**src/include/scg_pkg.sv**
```systemverilog
// Constants shared by the sleep and clock gating controller and its wake delay counter.
// Assumes an 8-bit register port with a 4-bit word address.
package scg_pkg;

	// Sleep mode select codes
	localparam logic [2:0] MODE_IDLE = 3'h0;
	localparam logic [2:0] MODE_NOISE = 3'h1;
	localparam logic [2:0] MODE_PDOWN = 3'h2;
	localparam logic [2:0] MODE_STANDBY = 3'h6;

	// Controller states
	typedef enum logic [1:0] {
		ST_ACTIVE = 2'b00,
		ST_SLEEP = 2'b01,
		ST_WAKING = 2'b10
	} scg_state_t;

	// Register addresses
	localparam logic [3:0] ADDR_GATE = 4'h0;
	localparam logic [3:0] ADDR_SLEEP_CTRL = 4'h1;
	localparam logic [3:0] ADDR_STATUS = 4'h2;

	// Sleep control fields
	localparam int SC_ENABLE_BIT = 0;
	localparam int SC_MODE_LSB = 1;
	localparam int SC_MODE_MSB = 3;

	// Status fields
	localparam int STS_ASLEEP_BIT = 0;
	localparam int STS_WAKING_BIT = 1;
	localparam int STS_CONV_EXT_BIT = 2;
	localparam int STS_VREF_BIT = 3;
	localparam int STS_INBUF_BIT = 4;

	// Peripheral clock gate bit positions
	localparam int GATE_CONVERTER = 0;
	localparam int GATE_SERIAL_PORT_ZERO = 1;
	localparam int GATE_SERIAL_PERIPH = 2;
	localparam int GATE_TIMER_ZERO = 3;
	localparam int GATE_TIMER_ONE = 4;
	localparam int GATE_POWER_STAGE_0 = 5;
	localparam int GATE_POWER_STAGE_1 = 6;
	localparam int GATE_POWER_STAGE_2 = 7;
	localparam logic [7:0] GATE_RESET = 8'h00;

	// Clock domain vector {io, converter, pll, main source}
	localparam int DOM_IO = 3;
	localparam int DOM_CONV = 2;
	localparam int DOM_PLL = 1;
	localparam int DOM_OSC = 0;
	localparam logic [3:0] DOMS_ACTIVE = 4'hf;
	localparam logic [3:0] DOMS_IDLE = 4'hf;
	localparam logic [3:0] DOMS_NOISE = 4'h7;
	localparam logic [3:0] DOMS_PDOWN = 4'h0;
	localparam logic [3:0] DOMS_STANDBY = 4'h1;

	localparam logic [2:0] BOD_DISABLED = 3'h7;
	localparam logic [3:0] ALL_IRQ_PINS = 4'hf;

	// Wake delays in clock cycles
	localparam logic [3:0] STANDBY_WAKE_CYCLES = 4'h6;
	localparam logic [3:0] OTHER_WAKE_CYCLES = 4'h6;
	localparam logic [3:0] DELAY_LAST = 4'h1;
	localparam logic [3:0] DELAY_IDLE = 4'h0;

endpackage

```
**src/core/scg_sleep_ctrl.sv**
```systemverilog
// Sleep mode, wake source and per-peripheral clock gating controller.
// Assumes a CPU-side register port, a sleep instruction pulse and level inputs
// from the interrupt, converter, comparator, watchdog and brown-out blocks.
// Function
// - Mode field codes: idle 000, noise reduction 001, power-down 010, standby 110, rest reserved.
// - Mode 110 with crystal clock enters standby; main oscillator keeps running.
// - Standby wake resumes execution six clock cycles after the wake event.
// - Each sleep mode keeps its own set of clock domains; core clocks always stop.
// - Each sleep mode accepts only its own set of wake sources.
// - Outside idle, external lines wake only when set as level interrupts.
// - A set gate bit stops that clock, except a running timer's, and blocks its register access.
// - Clearing a gate bit restarts the clock with state preserved.
// - Peripheral gating acts in active, idle and, for the converter bit, noise reduction; deeper modes stop clocks anyway.
// - Gate register: bits 7..5 power stages, 4..3 timers, 2 SPI, 1 serial, 0 converter.
// - Gated timers keep running while the timer itself stays enabled.
// - Comparator cannot use converter input multiplexer while converter clock is off.
// - Converter enable survives sleep; re-enable makes next conversion extended.
// - Comparator is forced off in sleep modes other than idle and noise reduction.
// - Reference stays on in sleep while an enabled comparator uses it.
// - Reference is on only while brown-out, comparator or converter needs it.
// - Enabled brown-out detector and watchdog stay enabled in every sleep mode.
// - Input buffers off when io and converter clocks stop, except wake pins.
//
// The placing of the registers and the address-and-strobe port were chosen for this implementation.
`timescale 1ns/1ps
module scg_sleep_ctrl (
	input wire logic clock,
	input wire logic rst_n,
	input wire logic [3:0] regAddr,
	input wire logic [7:0] regWdata,
	input wire logic regWrite,
	input wire logic regRead,
	output logic [7:0] regRdata,
	input wire logic sleepInstr,
	input wire logic extCrystalSel,
	input wire logic [3:0] extIrqReq,
	input wire logic [3:0] extIrqLevelMode,
	input wire logic powerStageIrq,
	input wire logic memReadyIrq,
	input wire logic convIrq,
	input wire logic wdtIrq,
	input wire logic otherIoIrq,
	input wire logic [1:0] timerRun,
	input wire logic convEnable,
	input wire logic convUsesRef,
	input wire logic convStart,
	input wire logic compEnable,
	input wire logic compUsesRef,
	input wire logic [2:0] brownoutLevelSetting,
	input wire logic wdtEnable,
	output logic coreClockEn,
	output logic programMemoryClockEn,
	output logic ioClockEn,
	output logic converterClockEn,
	output logic pllClockEn,
	output logic mainOscEn,
	output logic [7:0] periphClockEn,
	output logic [7:0] periphRegAccessEn,
	output logic compMuxAllow,
	output logic compForceOff,
	output logic convEnableOut,
	output logic convExtendedNext,
	output logic vrefEnable,
	output logic brownoutEnable,
	output logic wdtEnableOut,
	output logic inputBufferEn,
	output logic [3:0] irqPinBufferEn,
	output logic sleeping
);

	typedef struct packed {
		scg_pkg::scg_state_t st;
		logic [2:0] mode;
		logic sleepEn;
		logic [7:0] gate;
		logic [7:0] access;
		logic [7:0] rdata;
		logic asleep;
		logic coreClk;
		logic progClk;
		logic ioClk;
		logic convClk;
		logic pllClk;
		logic osc;
		logic [7:0] periphClk;
		logic compMux;
		logic compOff;
		logic convEn;
		logic convEnPrev;
		logic convExt;
		logic vref;
		logic bod;
		logic wdt;
		logic inBuf;
		logic [3:0] irqBuf;
	} scg_ctrl_t;

	scg_ctrl_t s_r;
	scg_ctrl_t s_nxt;
	logic wakeOk;
	logic wakeStart;
	logic wakeDone;
	logic [3:0] wakeCount;

	// Clock domains kept alive by a mode
	function automatic logic [3:0] domainsFor(input logic [2:0] mode);
		unique case (mode)
			scg_pkg::MODE_IDLE: domainsFor = scg_pkg::DOMS_IDLE;
			scg_pkg::MODE_NOISE: domainsFor = scg_pkg::DOMS_NOISE;
			scg_pkg::MODE_STANDBY: domainsFor = scg_pkg::DOMS_STANDBY;
			default: domainsFor = scg_pkg::DOMS_PDOWN;
		endcase
	endfunction

	// Only the four documented codes sleep; standby also needs a crystal
	function automatic logic modeLegal(input logic [2:0] mode, input logic crystal);
		unique case (mode)
			scg_pkg::MODE_IDLE,
			scg_pkg::MODE_NOISE,
			scg_pkg::MODE_PDOWN: modeLegal = 1'b1;
			scg_pkg::MODE_STANDBY: modeLegal = crystal;
			default: modeLegal = 1'b0;
		endcase
	endfunction

	// True when the mode is one of the two light modes
	function automatic logic lightMode(input logic [2:0] mode);
		lightMode = (mode == scg_pkg::MODE_IDLE) || (mode == scg_pkg::MODE_NOISE);
	endfunction

	// Wake decision for the mode held while asleep
	always_comb begin
		logic extWake;
		extWake = 1'b0;
		wakeOk = 1'b0;
		if (s_r.mode == scg_pkg::MODE_IDLE) begin
			extWake = |extIrqReq;
		end else begin
			extWake = |(extIrqReq & extIrqLevelMode);
		end
		unique case (s_r.mode)
			scg_pkg::MODE_IDLE: begin
				wakeOk = extWake | powerStageIrq | memReadyIrq | convIrq | wdtIrq | otherIoIrq;
			end
			scg_pkg::MODE_NOISE: begin
				wakeOk = extWake | powerStageIrq | memReadyIrq | convIrq | wdtIrq;
			end
			scg_pkg::MODE_PDOWN: begin
				wakeOk = extWake | powerStageIrq | wdtIrq;
			end
			scg_pkg::MODE_STANDBY: begin
				wakeOk = extWake | wdtIrq;
			end
			default: begin
				wakeOk = 1'b0;
			end
		endcase
	end

	assign wakeStart = (s_r.st == scg_pkg::ST_SLEEP) && wakeOk;
	assign wakeCount = (s_r.mode == scg_pkg::MODE_STANDBY) ? scg_pkg::STANDBY_WAKE_CYCLES
		: scg_pkg::OTHER_WAKE_CYCLES;

	// Wake delay counter
	scg_wake_delay u_delay (
		.clock(clock),
		.rst_n(rst_n),
		.start(wakeStart),
		.count(wakeCount),
		.done(wakeDone)
	);

	// Next state of the whole controller
	always_comb begin
		logic [3:0] dom;
		logic base;
		logic keep;
		dom = scg_pkg::DOMS_ACTIVE;
		base = 1'b0;
		keep = 1'b0;
		s_nxt = s_r;

		// Register writes; the CPU is halted in sleep, so mode cannot change under it
		if (regWrite) begin
			unique case (regAddr)
				scg_pkg::ADDR_GATE: begin
					s_nxt.gate = regWdata;
				end
				scg_pkg::ADDR_SLEEP_CTRL: begin
					s_nxt.sleepEn = regWdata[scg_pkg::SC_ENABLE_BIT];
					s_nxt.mode = regWdata[scg_pkg::SC_MODE_MSB:scg_pkg::SC_MODE_LSB];
				end
				default: begin
				end
			endcase
		end

		// Read data stands only in the cycle after the strobe
		s_nxt.rdata = '0;
		if (regRead) begin
			unique case (regAddr)
				scg_pkg::ADDR_GATE: begin
					s_nxt.rdata = s_r.gate;
				end
				scg_pkg::ADDR_SLEEP_CTRL: begin
					s_nxt.rdata[scg_pkg::SC_ENABLE_BIT] = s_r.sleepEn;
					s_nxt.rdata[scg_pkg::SC_MODE_MSB:scg_pkg::SC_MODE_LSB] = s_r.mode;
				end
				scg_pkg::ADDR_STATUS: begin
					s_nxt.rdata[scg_pkg::STS_ASLEEP_BIT] = s_r.asleep;
					s_nxt.rdata[scg_pkg::STS_WAKING_BIT] = (s_r.st == scg_pkg::ST_WAKING);
					s_nxt.rdata[scg_pkg::STS_CONV_EXT_BIT] = s_r.convExt;
					s_nxt.rdata[scg_pkg::STS_VREF_BIT] = s_r.vref;
					s_nxt.rdata[scg_pkg::STS_INBUF_BIT] = s_r.inBuf;
				end
				default: begin
				end
			endcase
		end

		// Sleep sequencing; reserved codes make the sleep instruction a no-op
		unique case (s_r.st)
			scg_pkg::ST_ACTIVE: begin
				if (sleepInstr && s_r.sleepEn && modeLegal(s_r.mode, extCrystalSel)) begin
					s_nxt.st = scg_pkg::ST_SLEEP;
				end
			end
			scg_pkg::ST_SLEEP: begin
				if (wakeOk) begin
					s_nxt.st = scg_pkg::ST_WAKING;
				end
			end
			scg_pkg::ST_WAKING: begin
				if (wakeDone) begin
					s_nxt.st = scg_pkg::ST_ACTIVE;
				end
			end
			default: begin
				s_nxt.st = scg_pkg::ST_ACTIVE;
			end
		endcase

		// Domain clocks; the sleep set holds until the wake delay ends
		s_nxt.asleep = (s_nxt.st != scg_pkg::ST_ACTIVE);
		if (s_nxt.asleep) begin
			dom = domainsFor(s_r.mode);
		end
		s_nxt.coreClk = !s_nxt.asleep;
		s_nxt.progClk = !s_nxt.asleep;
		s_nxt.ioClk = dom[scg_pkg::DOM_IO];
		s_nxt.convClk = dom[scg_pkg::DOM_CONV];
		s_nxt.pllClk = dom[scg_pkg::DOM_PLL];
		s_nxt.osc = dom[scg_pkg::DOM_OSC];

		// Peripheral clocks: gate bit on top of the domain clock
		for (int i = 0; i < 8; i++) begin
			base = (i == scg_pkg::GATE_CONVERTER) ? dom[scg_pkg::DOM_CONV] : dom[scg_pkg::DOM_IO];
			keep = !s_nxt.gate[i];
			if (i == scg_pkg::GATE_TIMER_ZERO) begin
				keep = keep || timerRun[0];
			end
			if (i == scg_pkg::GATE_TIMER_ONE) begin
				keep = keep || timerRun[1];
			end
			s_nxt.periphClk[i] = base && keep;
		end
		s_nxt.access = ~s_nxt.gate;

		// Analog helpers
		s_nxt.compMux = s_nxt.periphClk[scg_pkg::GATE_CONVERTER];
		s_nxt.compOff = s_nxt.asleep && !lightMode(s_r.mode);
		s_nxt.convEn = convEnable;
		s_nxt.convEnPrev = convEnable;
		// Set wins over the clear so a re-enable beside a start is not lost
		if (convStart) begin
			s_nxt.convExt = 1'b0;
		end
		if (convEnable && !s_r.convEnPrev) begin
			s_nxt.convExt = 1'b1;
		end
		s_nxt.bod = (brownoutLevelSetting != scg_pkg::BOD_DISABLED);
		s_nxt.wdt = wdtEnable;
		// Comparator reference need ignores the forced-off, so it survives sleep
		s_nxt.vref = s_nxt.bod || (compEnable && compUsesRef)
			|| (convEnable && convUsesRef);

		// Input buffers; level wake pins stay live
		s_nxt.inBuf = !(s_nxt.asleep && !dom[scg_pkg::DOM_IO] && !dom[scg_pkg::DOM_CONV]);
		s_nxt.irqBuf = s_nxt.inBuf ? scg_pkg::ALL_IRQ_PINS : extIrqLevelMode;
	end

	// State register; reset leaves every clock running
	always_ff @(posedge clock) begin
		if (!rst_n) begin
			s_r <= '0;
			s_r.st <= scg_pkg::ST_ACTIVE;
			s_r.gate <= scg_pkg::GATE_RESET;
			s_r.access <= ~scg_pkg::GATE_RESET;
			s_r.coreClk <= 1'b1;
			s_r.progClk <= 1'b1;
			s_r.ioClk <= 1'b1;
			s_r.convClk <= 1'b1;
			s_r.pllClk <= 1'b1;
			s_r.osc <= 1'b1;
			s_r.periphClk <= ~scg_pkg::GATE_RESET;
			s_r.compMux <= 1'b1;
			s_r.inBuf <= 1'b1;
			s_r.irqBuf <= scg_pkg::ALL_IRQ_PINS;
		end else begin
			s_r <= s_nxt;
		end
	end

	// Outputs straight from the state register
	assign regRdata = s_r.rdata;
	assign coreClockEn = s_r.coreClk;
	assign programMemoryClockEn = s_r.progClk;
	assign ioClockEn = s_r.ioClk;
	assign converterClockEn = s_r.convClk;
	assign pllClockEn = s_r.pllClk;
	assign mainOscEn = s_r.osc;
	assign periphClockEn = s_r.periphClk;
	assign periphRegAccessEn = s_r.access;
	assign compMuxAllow = s_r.compMux;
	assign compForceOff = s_r.compOff;
	assign convEnableOut = s_r.convEn;
	assign convExtendedNext = s_r.convExt;
	assign vrefEnable = s_r.vref;
	assign brownoutEnable = s_r.bod;
	assign wdtEnableOut = s_r.wdt;
	assign inputBufferEn = s_r.inBuf;
	assign irqPinBufferEn = s_r.irqBuf;
	assign sleeping = s_r.asleep;
endmodule

```
**src/core/scg_wake_delay.sv**
```systemverilog
// Down counter that times the gap from a wake event to resumed execution.
// Assumes start is a one-cycle pulse and count is at least one.
`timescale 1ns/1ps
module scg_wake_delay (
	input wire logic clock,
	input wire logic rst_n,
	input wire logic start,
	input wire logic [3:0] count,
	output logic done
);

	typedef struct packed {
		logic [3:0] cnt;
	} scg_delay_t;

	scg_delay_t d_r;
	scg_delay_t d_nxt;

	// Load on start, then run down to idle
	always_comb begin
		d_nxt = d_r;
		if (start) begin
			d_nxt.cnt = count;
		end else if (d_r.cnt != scg_pkg::DELAY_IDLE) begin
			d_nxt.cnt = d_r.cnt - scg_pkg::DELAY_LAST;
		end
	end

	// Register the counter
	always_ff @(posedge clock) begin
		if (!rst_n) begin
			d_r <= '0;
		end else begin
			d_r <= d_nxt;
		end
	end

	// Last counting cycle, so the caller resumes on the edge that empties it
	assign done = (d_r.cnt == scg_pkg::DELAY_LAST);

endmodule

```
**config.mk**
```make
export PLATFORM = sky130hd
export DESIGN_NAME = scg_sleep_ctrl
export DESIGN_NICKNAME = d
export VERILOG_FILES = /design/src/include/scg_pkg.sv /design/src/core/scg_sleep_ctrl.sv /design/src/core/scg_wake_delay.sv
export SDC_FILE = /design/constraint.sdc
export NUM_CORES = 1
export LEC_CHECK = 0
export ABC_AREA = 1
export BUFFER_PORTS_ARGS = -buffer_cell sky130_fd_sc_hd__buf_2
export CORE_UTILIZATION = 50
export CTS_CLUSTER_DIAMETER = 120
export DETAILED_ROUTE_END_ITERATION = 10
export PLACE_DENSITY = 0.86
export SKIP_CTS_REPAIR_TIMING = 1
export SLEW_MARGIN = 20
export SYNTH_ARGS = -nofsm -noshare
export SYNTH_HDL_FRONTEND = slang
export SYNTH_HIERARCHICAL = 1
export SYNTH_SLANG_ARGS = --single-unit
```
**constraint.sdc**
```tcl
create_clock -name clock -period 2 [get_ports clock]
set_input_delay 0.1 -clock clock [delete_from_list [all_inputs] [get_ports clock]]
set_output_delay 0.1 -clock clock [all_outputs]
set_load 0.03 [all_outputs]
```
* After elaboration in Yosys (flattened, before gate mapping)
Index checks and enable logic that the tools add are counted.
** Storage, ports and cells
- Latch bits :: 0
- Output and inout bits :: 43
- Bits in read-only memories :: 0
- Logic and storage cells :: 115
- Memories :: 0
- Input port bits :: 42
- Register bits after elaboration :: 60
- Bits in writable memories :: 0
** Operators by class
- $add $sub $neg :: 1
- Reduce and logical (&&, ||, !) cells :: 52
- Muxes and demuxes :: 18
- Divide/modulo/power cells :: 0
- Equality and inequality tests :: 9
- $lt $le $gt $ge :: 0
- Multiply operators :: 0
- Bitwise operators :: 10
- Shift operators :: 0
** Operator list (count)
- case mux 4 bit (3 select lines) :: 2
- logical AND 1 bit :: 17
- 2-to-1 mux 8 bit :: 2
- logical NOT 1 bit :: 14
- == test 4 x 1 -> 1 bit, second input constant :: 2
- NOT 8 bit :: 1
- AND reduction 2 bit :: 4
- OR reduction 4 bit :: 2
- bitwise OR 1 bit :: 7
- 2-to-1 mux 2 bit :: 3
- 2-to-1 mux 3 bit :: 2
- case mux 2 bit (3 select lines) :: 1
- nonzero test 2 bit :: 3
- logical OR 1 bit :: 5
- bitwise AND 4 bit :: 1
- == test 4 x 2 -> 1 bit, second input constant :: 1
- logical NOT 4 bit :: 1
- 2-to-1 mux 1 bit :: 4
- 2-to-1 mux 4 bit :: 1
- case mux 1 bit (2 select lines) :: 2
- case mux 1 bit (4 select lines) :: 1
- nonzero test 4 bit :: 1
- subtractor 4 x 1 -> 4 bit, second input constant :: 1
- == test 3 x 1 -> 1 bit, second input constant :: 1
- 11 further kinds :: 11

* Depth between registers and ports, before layout
Gate-level depths: netlist of the first run.
- Depth in word-level cells :: 17
- Mapped depth :: 12
- Gate-level depth less buffers :: 12

* Hierarchy
Netlist of the first run, hierarchy kept.
** By module, submodules not included
- scg_sleep_ctrl :: cells each 264, times used 1, area an instance 2144.6 um2, sequential area each 1101.1 um2
- scg_wake_delay :: cells each 41, times used 1, area an instance 276.5 um2, sequential area each 80.1 um2

* Worst setup path before layout of the first run
Ideal clock, no wire load.
- Path kind :: reg-to-reg
- From :: register s_r[54] in the netlist's numbering
- To :: register u_delay/d_r[3] in the netlist's numbering
- Library setup time :: 0.111 ns
- Required time :: 1.889 ns
- Setup slack :: 0.631 ns
- Clock period less this slack :: 1.369 ns
- Stages on the path, launching flop included :: 12
- Arrival time :: 1.257 ns
- Path buffers :: 0
- Cells stage by stage :: dfxtp_1 > nor2_1 > inv_2 > o21ai_2 > nand2_1 > nand2_1 > nand2_1 > inv_1 > inv_2 > or2_0 > nand3_1 > nor2_1
** On the way
- Word-level cells in the longest chain between the ends :: 10
- Elaborated cells between the ends (all ways) :: 15
- Classes of those cells :: 3 x eq/ne; 2 x mux; 7 x bitwise; 3 x reduce/logical
** RTL lines
- start, declared :: RTL line scg_sleep_ctrl.sv:98 : scg_ctrl_t s_r;
- start signal, assigned :: RTL line scg_sleep_ctrl.sv:310 : s_r <= s_nxt;
- logical NOT 3 bit :: RTL line scg_sleep_ctrl.sv:136, scg_sleep_ctrl.sv:141
- 2-to-1 mux 1 bit :: RTL line scg_sleep_ctrl.sv:136 : if (s_r.mode == scg_pkg::MODE_IDLE) begin
- bitwise OR 1 bit :: RTL line scg_sleep_ctrl.sv:143, scg_sleep_ctrl.sv:146, scg_sleep_ctrl.sv:149
- bitwise OR 1 bit (3 in series) :: RTL line scg_sleep_ctrl.sv:143, scg_sleep_ctrl.sv:146
- bitwise OR 1 bit :: RTL line scg_sleep_ctrl.sv:143 : wakeOk = extWake | powerStageIrq | memReadyIrq | convIrq | wdtIrq | otherIoIrq;
- case mux 1 bit (4 select lines) (*) :: RTL line scg_sleep_ctrl.sv:141 : unique case (s_r.mode)
- logical AND 1 bit (*) :: RTL line scg_sleep_ctrl.sv:160 : assign wakeStart = (s_r.st == scg_pkg::ST_SLEEP) && wakeOk;
- via wakeStart :: RTL line scg_sleep_ctrl.sv:101 : logic wakeStart;
- OR reduction 2 bit (no line) (*)
- end signal, assigned :: RTL line scg_wake_delay.sv:34 : d_r <= d_nxt;
- end, declared :: RTL line scg_wake_delay.sv:16 : scg_delay_t d_r;
Mark *: on every way through the listed nets, which the timed path passes. The rest lies on a longest branch.
A chain may end at the register's enable or synchronous reset.

* Worst setup path after layout of the first run
Ends and elaborated chain as after synthesis.

==> results of run 1 <==
## final cells by class
cell class | instances | area [um2] | area share, %
Clock inverter | 3 | 40.04 | 1.369
Sequential cell | 59 | 1181 | 40.38
Clock buffer | 12 | 135.1 | 4.619
Inverter | 52 | 195.2 | 6.672
Multi-Input combinational cell | 164 | 808.3 | 27.63
Timing Repair Buffer | 92 | 500.5 | 17.11
Tap cell | 52 | 65.06 | 2.224
## synth_stat cells, drive strengths merged
master,n,area share [%]
o21ai,13,3.0
mux2i,1,0.41
dfxtp,59,49
nand3,12,2.9
o2111ai,1,0.36
clkbuf,1,0.15
o32ai,1,0.36
a21oi,17,3.5
nor2,35,5.8
nor3,4,1.2
a21boi,1,0.31
conb,2,0.31
or2,1,0.26
o211ai,1,0.31
inv,52,8.1
nor3b,1,0.31
o22ai,1,0.26
nand4,2,0.52
ha,3,1.6
nand2,61,10
buf,31,9.9
nand3b,5,1.6
## where the power goes
part	leakage [nW]	switching [mW]	total [mW]	internal (mW)
sequential	0.480	0.0451	1.28	1.23
combinational	0.899	0.286	0.472	0.186
clock	0.0902	0.425	0.990	0.565
total	1.47	0.757	2.74	1.98
## worst max-delay path by stage
stage / startpoint / to / slack [ns]
floorplan: s_r[54] / u_delay/d_r[3] / 0.63
global placement: s_r[54] / u_delay/d_r[3] / 0.55
detailed placement: s_r[54] / u_delay/d_r[3] / 0.49
CTS: s_r[54] / u_delay/d_r[3] / 0.47
global route: s_r[54] / u_delay/d_r[3] / 0.28
finish: s_r[54] / u_delay/d_r[3] / 0.46
## kinds of logic (layout without fill, tap and decap cells)
| kind of cell | Yosys count | in the layout | synth area share (%) |
|---|---|---|---|
| compound gates | 35 | 35 | 8.114 |
| mux | 1 | 1 | 0.4135 |
| flops | 59 | 59 | 48.79 |
| buf+inv | 84 | 159 | 18.14 |
| other cells | 2 | 4 | 0.3102 |
| simple gates | 121 | 121 | 22.69 |
| fa+ha+maj | 3 | 3 | 1.551 |
## metrics by stage
step	utilization, %	instances	power [mW]
detailed placement	59.28	411	1.757
floorplan	-	307	1.630
finish	64.94	434	2.741
global route	64.94	434	2.872
CTS	63.17	426	2.741
global placement	59.28	411	1.728
## registers in the layout (all words and copies together), names as in the netlist, 4 cells and up
register           count
s_r                   15
irqPinBufferEn         4
regRdata               8
u_delay/d_r            4
periphClockEn          8
periphRegAccessEn      8
## layer usage
metal  track usage, %  routed length [um]  vias to the layer above
met4            10.68                  70                        0
met2            36.30                2503                       98
met5                0                   0                        -
met3            9.283                 479                       10
met1            20.75                2002                      907
li1                 -                   -                     1047
## tightest hold or removal path, delay by kind of cell
kind | cells | cell delay (ns)
buffers and inverters | 1 | 0.10
AOI/OAI and AO/OA | 1 | 0.05
and+or+nand+nor | 1 | 0.05
==> results.ini, run 1 <==
[detailed_routing]
drc = 0
ant_nets = 0
totalWireLength_um = 5056
drtIter0Drc = 108
wl_per_cell_um = 11.65
via_per_inst = 4.751
vias = 2062
drtPass1Iterations = 4

[timing]
holdWs_ns = 0.009972
min_period_ns = 1.543
maxSlewViolCount = 0
finalSetupViolCount = 0
rsz0062_at_grt = no
setup_tns_ns = 0
layout_setup_ws_ns = 0.4571
max_freq_ghz = 0.6481
finalCritPeriodShare_pct = 77.14
clock_skew_ns = 0.005595
hold_viol = 0

[power_and_ir_drop]
pwr_density_cell_mw_per_mm2 = 937.0
p_leak_nw = 1.469
ir_worst_vdd_uv = 558.0

[synth]
yosysUniqueCellTypes = 31
syn_area_mm2 = 0.002421
ys.warnings.count = 6
synth_seq_area_share_pct = 48.79
ys_ff_latch = 59
synth_cells = 305
avgSynthCellArea_um2 = 7.938

[final_layout]
final_common_cell = buf_2
final_cell_area_mm2 = 0.002925
antenna_cells = 0
drive_gt1_share_pct = 28.80
final_nets = 423
mostFrequentLayoutCells = 84 x buf_2, 59 x dfxtp_1, 57 x nand2_1
area_growth_pct = 20.83
fillers = 381

[cts]
numClockSinks = 59
cts_root_buf = clkbuf_8
htreeDepth = 3
clock_path_buffers = 2
worstSkewPairLatency_ns = 0.34
tritoncts = built
cts_buffers = 9
clk_pin_slew_worst_paths_ns = 0.06

[setup_path]
endpoint_kind = register
critPathMaxFanout = 10
timing.rr.start = s_r[54]
cpPeakStageDelay_ns = 0.35
path_depth = 11
reg2reg_depth = 11
critical_path_required_ns = 2.24
crit_type = register to register
arrival_ns = 1.78
crit_buf_inv = 3
cp_cell_sequence = nor2_1 -> inv_2 -> o21ai_2 -> nand2_1 -> nand2_1 -> nand2_1 -> inv_1 -> inv_2 -> or2_0 -> nand3_1 -> nor2_1
reg2reg_to = u_delay/d_r[3]
start_kind = register
cp_top_family = simple AND/OR/NAND/NOR gates
r2r_setup_slack_ns = 0.46
cp_slowest_cell = dfxtp_1
crit_top_cell = nand2_1

[floorplan]
core.rowCount = 24
start_util_pct = 53.75
die_x_um = 71.59
die_height_um = 71.59
ioPinCount = 85
die_area_mm2 = 0.005124
core_mm2 = 0.004504

[grt]
grt_pass1_wl_um = 7824
grt_usage_pct = 20.71
antenna_found_initial = 0
grt_max_degree = 20
overflow = 0
grt_pass1_vias = 1908

[placement]
pre_cts_ws_ns = 0.4868
hpwl_um = 3704
place_area_mm2 = 0.002670
place_congestion = 0.8837
io_buffers = 84

[outcome]
outcome = completed

[min_path]
whs_path_depth = 3
worst_hold_path_type = primary input to register
hp-start = convUsesRef
min_to = vrefEnable

[flow_run]
max-cap-violations = 0

(Power assumes the default switching activity.)
==> run 2: changes to the inputs <==
- CORE_UTILIZATION: 50 -> 44
- PLACE_DENSITY: 0.86 -> 0.81
- clock period: 2 -> 1.25 ns (I/O delays scaled with it)
==> results.ini, run 2 (synthesis results as in run 1) <==
[outcome]
outcome = finished, violations left  ; was completed
violations = hold timing, setup timing

[min_path]
worst_hold_path_type = primary input to register  ; unchanged
whs_path_depth = 3  ; unchanged

[timing]
holdWs_ns = -0.004995  ; was 0.009972 ns
setup_tns_ns = -2.886  ; was 0 ns
maxSlewViolCount = 0  ; unchanged
rsz0062_at_grt = yes  ; was no
finalCritPeriodShare_pct = 112.6  ; was 77.14%
layout_setup_ws_ns = -0.1580  ; was 0.4571 ns
max_freq_ghz = 0.7102  ; was 0.6481 GHz
finalSetupViolCount = 26  ; was 0
clock_skew_ns = 0.007721  ; was 0.005595 ns
min_period_ns = 1.408  ; was 1.543 ns
hold_viol = 1  ; was 0

[setup_path]
start_kind = register  ; unchanged
arrival_ns = 1.66  ; was 1.78 ns
endpoint_kind = register  ; unchanged
critical_path_required_ns = 1.50  ; was 2.24 ns
critPathMaxFanout = 10  ; unchanged
crit_type = register to register  ; unchanged
reg2reg_depth = 11  ; unchanged

[grt]
grt_pass1_wl_um = 8949  ; was 7824 um
grt_pass1_vias = 2147  ; was 1,908
overflow = 0  ; unchanged
antenna_found_initial = 0  ; unchanged
grt_max_degree = 20  ; unchanged
grt_usage_pct = 19.92  ; was 20.71%

[placement]
place_inst = 448  ; was 411
place_congestion = 0.8836  ; was 0.8837
hpwl_um = 3957  ; was 3704 um
pre_cts_ws_ns = -0.2010  ; was 0.4868 ns
io_buffers = 84  ; unchanged
place_area_mm2 = 0.002845  ; was 0.002670 mm2

[cts]
cts_root_buf = clkbuf_8  ; unchanged
numClockSinks = 59  ; unchanged
clk_pin_slew_worst_paths_ns = 0.07  ; was 0.06 ns
tritoncts = built  ; unchanged
cts_buffers = 9  ; unchanged
clock_path_buffers = 2  ; unchanged
worstSkewPairLatency_ns = 0.33  ; was 0.34 ns
htreeDepth = 3  ; unchanged

[floorplan]
core.rowCount = 26  ; was 24
die_x_um = 76.18  ; was 71.59 um
die_height_um = 76.18  ; was 71.59 um
die_area_mm2 = 0.005803  ; was 0.005124 mm2
start_util_pct = 46.51  ; was 53.75%
ioPinCount = 85  ; unchanged
core_mm2 = 0.005205  ; was 0.004504 mm2

[power_and_ir_drop]
ir_worst_vdd_uv = 749.7  ; was 558.0 uV
pwr_density_cell_mw_per_mm2 = 1449  ; was 937.0 mW/mm2
p_leak_nw = 1.618  ; was 1.469 nW
finalPower_mw = 4.714  ; was 2.741 mW

[final_layout]
area_growth_pct = 34.42  ; was 20.83%
final_common_cell = buf_2  ; unchanged
top_register = s_r  ; unchanged
mostFrequentLayoutCells = 84 x buf_2, 55 x dfxtp_1, 52 x nand2_1  ; was 84 x buf_2, 59 x dfxtp_1, 57 x nand2_1
antenna_cells = 0  ; unchanged
fillers = 455  ; was 381
final_nets = 447  ; was 423
final_cell_area_mm2 = 0.003254  ; was 0.002925 mm2
fin_cells = 477  ; was 434
largest_register_ffs = 15  ; unchanged
post-route-util_pct = 62.52  ; was 64.94%
drive_gt1_share_pct = 38.57  ; was 28.80%

[detailed_routing]
totalWireLength_um = 5575  ; was 5056 um
drtPass1Iterations = 4  ; unchanged
drc = 0  ; unchanged
ant_nets = 0  ; unchanged
vias = 2120  ; was 2,062
via_per_inst = 4.444  ; was 4.751
drtIter0Drc = 110  ; was 108
wl_per_cell_um = 11.69  ; was 11.65 um

[flow_run]
max-cap-violations = 0  ; unchanged

## run 2: path summary, 6_finish.rpt
| check | startpoint | to | slack, ns |
|---|---|---|---|
| max | s_r[53] | periphClockEn[1] | -0.16 |
| min reg2reg | s_r[50] | regRdata[6] | 0.44 |
| min | compUsesRef | vrefEnable | -0.005 |
| max reg2reg | s_r[53] | periphClockEn[1] | -0.16 |
## run 2: final cells by class
type | instances | area (um2) | area share, %
Inverter | 52 | 202.7 | 6.228
Sequential cell | 59 | 1191 | 36.60
Timing Repair Buffer | 115 | 678.2 | 20.84
Multi-Input combinational cell | 165 | 900.9 | 27.68
Tap cell | 70 | 87.58 | 2.691
Clock buffer | 11 | 141.4 | 4.344
Clock inverter | 5 | 52.55 | 1.615
## run 2: where the power goes
group | total, mW | internal [mW] | switching (mW)
clock | 1.68 | 0.964 | 0.718
combinational | 1.01 | 0.448 | 0.558
sequential | 2.03 | 1.97 | 0.0538
total | 4.71 | 3.39 | 1.33
## run 2: layer usage
metal | global-route usage, % | routed length (um) | share of wire [%] | up-vias
met5 | 0 | 0 | 0 | -
met4 | 8.462 | 72 | 1.3 | 0
met3 | 8.743 | 374 | 6.7 | 10
met2 | 36.45 | 2890 | 52 | 68
met1 | 19.40 | 2238 | 40 | 941
li1 | - | - | - | 1101
## run 2: worst max-delay path: stages, from the launching register on
cell and delay (ns):
dfxtp_4 0.37, nor2_4 0.12, inv_2 0.04, o21ai_2 0.04, nand2_1 0.07, nand2_1 0.07
nand2_2 0.06, nand2_2 0.09, nand2_1 0.09, nand2_4 0.14, nand2_8 0.11, a21oi_1 0.14
==> run 3: changes to the inputs <==
- SYNTH_HIERARCHICAL: 1 -> unset
==> results.ini, run 3 <==
[detailed_routing]
drtPass1Iterations = 5  ; was 4
vias = 2166  ; was 2,120
totalWireLength_um = 6269  ; was 5575 um
via_per_inst = 4.824  ; was 4.444
drtIter0Drc = 227  ; was 110
drc = 0  ; unchanged
wl_per_cell_um = 13.96  ; was 11.69 um
ant_nets = 0  ; unchanged

[timing]
hold_viol = 2  ; was 1
holdWs_ns = -0.02226  ; was -0.004995 ns
slew_headroom_pct = 67.72
finalSetupViolCount = 23  ; was 26
finalCritPeriodShare_pct = 112.3  ; was 112.6%
maxSlewViolCount = 0  ; unchanged
clock_skew_ns = 0.008749  ; was 0.007721 ns
max_freq_ghz = 0.7125  ; was 0.7102 GHz
layout_setup_ws_ns = -0.1536  ; was -0.1580 ns
tightest_slew_ns = 0.4831
rsz0062_at_grt = yes  ; unchanged
min_period_ns = 1.404  ; was 1.408 ns

[final_layout]
largest_register_ffs = 15  ; unchanged
drive_gt1_share_pct = 44.33  ; was 38.57%
top_register = s_r  ; unchanged
final_nets = 417  ; was 447
antenna_cells = 0  ; unchanged
final_common_cell = buf_2  ; unchanged
final_cell_area_mm2 = 0.003268  ; was 0.003254 mm2
area_growth_pct = 39.68  ; was 34.42%
fillers = 428  ; was 455
mostFrequentLayoutCells = 84 x buf_2, 56 x dfxtp_1, 41 x nand2_1  ; was 84 x buf_2, 55 x dfxtp_1, 52 x nand2_1

[synth]
yosysUniqueCellTypes = 29  ; was 31
syn_area_mm2 = 0.002340  ; was 0.002421 mm2
synthArstFlopShare_pct = 0  ; unchanged
synthTopCellsByArea = dfxtp_1 50%, buf_4 9.3%, nand2_1 7.4%  ; was dfxtp_1 49%, buf_4 9.0%, nand2_1 8.8%
synth_top_area_share_pct = 50.48  ; was 48.79%
synthTopCellsByCount = 59 x dfxtp_1, 46 x nand2_1, 40 x inv_1  ; was 59 x dfxtp_1, 57 x nand2_1, 50 x inv_1
ys.warnings.count = 0  ; was 6
ys_ff_latch = 59  ; unchanged
synth_edf_count = 0  ; unchanged
synth_seq_area_share_pct = 50.48  ; was 48.79%
avgSynthCellArea_um2 = 8.416  ; was 7.938 um2
synth_area_leader_cell = dfxtp_1  ; unchanged
synth_fp_nets = 320
synth_ff_type = dfxtp_1  ; unchanged
yosysMostFrequentCell = dfxtp_1  ; unchanged
synth_cells = 278  ; was 305

[floorplan]
core.rowCount = 26  ; unchanged
ioPinCount = 85  ; unchanged
core_mm2 = 0.005107  ; was 0.005205 mm2
start_util_pct = 45.81  ; was 46.51%
die_height_um = 74.92  ; was 76.18 um
die_x_um = 74.92  ; was 76.18 um
die_area_mm2 = 0.005613  ; was 0.005803 mm2

[cts]
worstSkewPairLatency_ns = 0.34  ; was 0.33 ns
clock_path_buffers = 2  ; unchanged
clk_pin_slew_worst_paths_ns = 0.06  ; was 0.07 ns
numClockSinks = 59  ; unchanged
cts_buffers = 9  ; unchanged
tritoncts = built  ; unchanged
htreeDepth = 3  ; unchanged
cts_root_buf = clkbuf_8  ; unchanged

[setup_path]
cpPeakStageDelay_ns = 0.37  ; about the same
cp_top_family = simple AND/OR/NAND/NOR gates  ; unchanged
start_kind = register  ; unchanged
arrival_ns = 1.63  ; was 1.66 ns
crit_type = register to register  ; unchanged
r2r_setup_slack_ns = -0.15  ; was -0.16 ns
cp_slowest_cell = dfxtp_4  ; unchanged
endpoint_kind = register  ; unchanged
cp_cell_sequence = buf_4 -> a21oi_2 -> nand2_2 -> nand2_2 -> nand2_4 -> nand2_4 -> nand2_8 -> nand2_8 -> nand3b_4  ; was nor2_4 -> inv_2 -> o21ai_2 -> nand2_1 -> nand2_1 -> nand2_2 -> nand2_2 -> nand2_1 -> nand2_4 -> nand2_8 -> a21oi_1
crit_buf_inv = 1  ; unchanged
reg2reg_to = irqPinBufferEn[0]  ; was periphClockEn[1]
timing.rr.start = s_r[54]  ; was s_r[53]
critical_path_required_ns = 1.47  ; was 1.50 ns
reg2reg_depth = 9  ; was 11
critPathMaxFanout = 5  ; was 10

[placement]
io_buffers = 84  ; unchanged
place_congestion = 0.8626  ; was 0.8836
pre_cts_ws_ns = -0.2031  ; was -0.2010 ns
place_area_mm2 = 0.002776  ; was 0.002845 mm2
hpwl_um = 3686  ; was 3957 um

[min_path]
whs_path_depth = 3  ; unchanged
min_to = periphClockEn[3]  ; was vrefEnable
worst_hold_path_type = primary input to register  ; unchanged
hp-start = timerRun[0]  ; was compUsesRef

[flow_run]
max-cap-violations = 0  ; unchanged

[power_and_ir_drop]
pwr_density_cell_mw_per_mm2 = 1231  ; was 1449 mW/mm2
ir_worst_vdd_uv = 797.4  ; was 749.7 uV
p_leak_nw = 1.676  ; was 1.618 nW

[grt]
overflow = 0  ; unchanged
grt_usage_pct = 19.11  ; was 19.92%
grt_pass1_vias = 1811  ; was 2,147
antenna_found_initial = 0  ; unchanged
grt_max_degree = 20  ; unchanged
grt_pass1_wl_um = 7721  ; was 8949 um

[outcome]
violations = hold timing, setup timing  ; unchanged
outcome = finished, violations left  ; unchanged

## run 3: power breakdown
group / switching, mW / total (mW) / internal (mW)
clock network: 0.708 / 1.72 / 1.02
registers: 0.0163 / 1.93 / 1.91
logic: 0.220 / 0.373 / 0.152
## run 3: worst max path at each step
stage,from,depth (start not counted),endpoint,slack (ns)
floorplan,s_r[54],13,irqPinBufferEn[0],-0.11
global placement,s_r[55],12,converterClockEn,-0.14
detailed placement,s_r[54],12,irqPinBufferEn[3],-0.20
CTS,s_r[54],12,periphClockEn[4],-0.24
global route,s_r[53],12,periphClockEn[2],-0.24
finish,s_r[54],9,irqPinBufferEn[0],-0.15
## run 3: cell families (layout without fill, tap and decap cells)
group	after synthesis	count (layout)	synth area share, %
buffers and inverters	77	175	17.81
AO/OA/AOI/OAI	36	36	8.771
flip-flops	59	59	50.48
AND/OR/NAND/NOR	106	109	22.94
## run 3: cell type report
type	instances	area (um2)	share of cell area, %
Tap cell	70	87.58	2.680
Multi-Input combinational cell	145	934.6	28.60
Sequential cell	59	1190	36.41
Clock inverter	2	35.03	1.072
Clock buffer	13	158.9	4.862
Timing Repair Buffer	116	689.4	21.09
Inverter	44	172.7	5.283
## run 3: routing by layer
layer | track usage [%] | share of wire (%) | routed length (um)
met1 | 21.33 | 36 | 2280
met2 | 32.03 | 51 | 3228
met3 | 6.560 | 7.4 | 465
met4 | 10.48 | 4.7 | 295
met5 | 0 | 0 | 0
## run 3: through the flow
stage	std cells	hold slack [ns]	util, %	power (mW)	setup TNS, ns
3_3_place_gp	421	0.2561	54.36	2.270	-2.301
3_5_place_dp	421	0.2574	54.36	2.276	-3.424
6_report	449	-0.02226	63.99	4.025	-2.652
4_1_cts	436	-0.09567	58.16	3.970	-4.116
2_1_floorplan	278	0.1601	-	2.148	-0.9345
5_1_grt	449	0.0007497	63.99	4.156	-4.431
## run 3: worst reg2reg max path, cell delays in order, from the launching register on
cell and delay [ns]:
dfxtp_4 0.37, buf_4 0.14, a21oi_2 0.15, nand2_2 0.09
nand2_2 0.08, nand2_4 0.05, nand2_4 0.08, nand2_8 0.11
nand2_8 0.13, nand3b_4 0.09
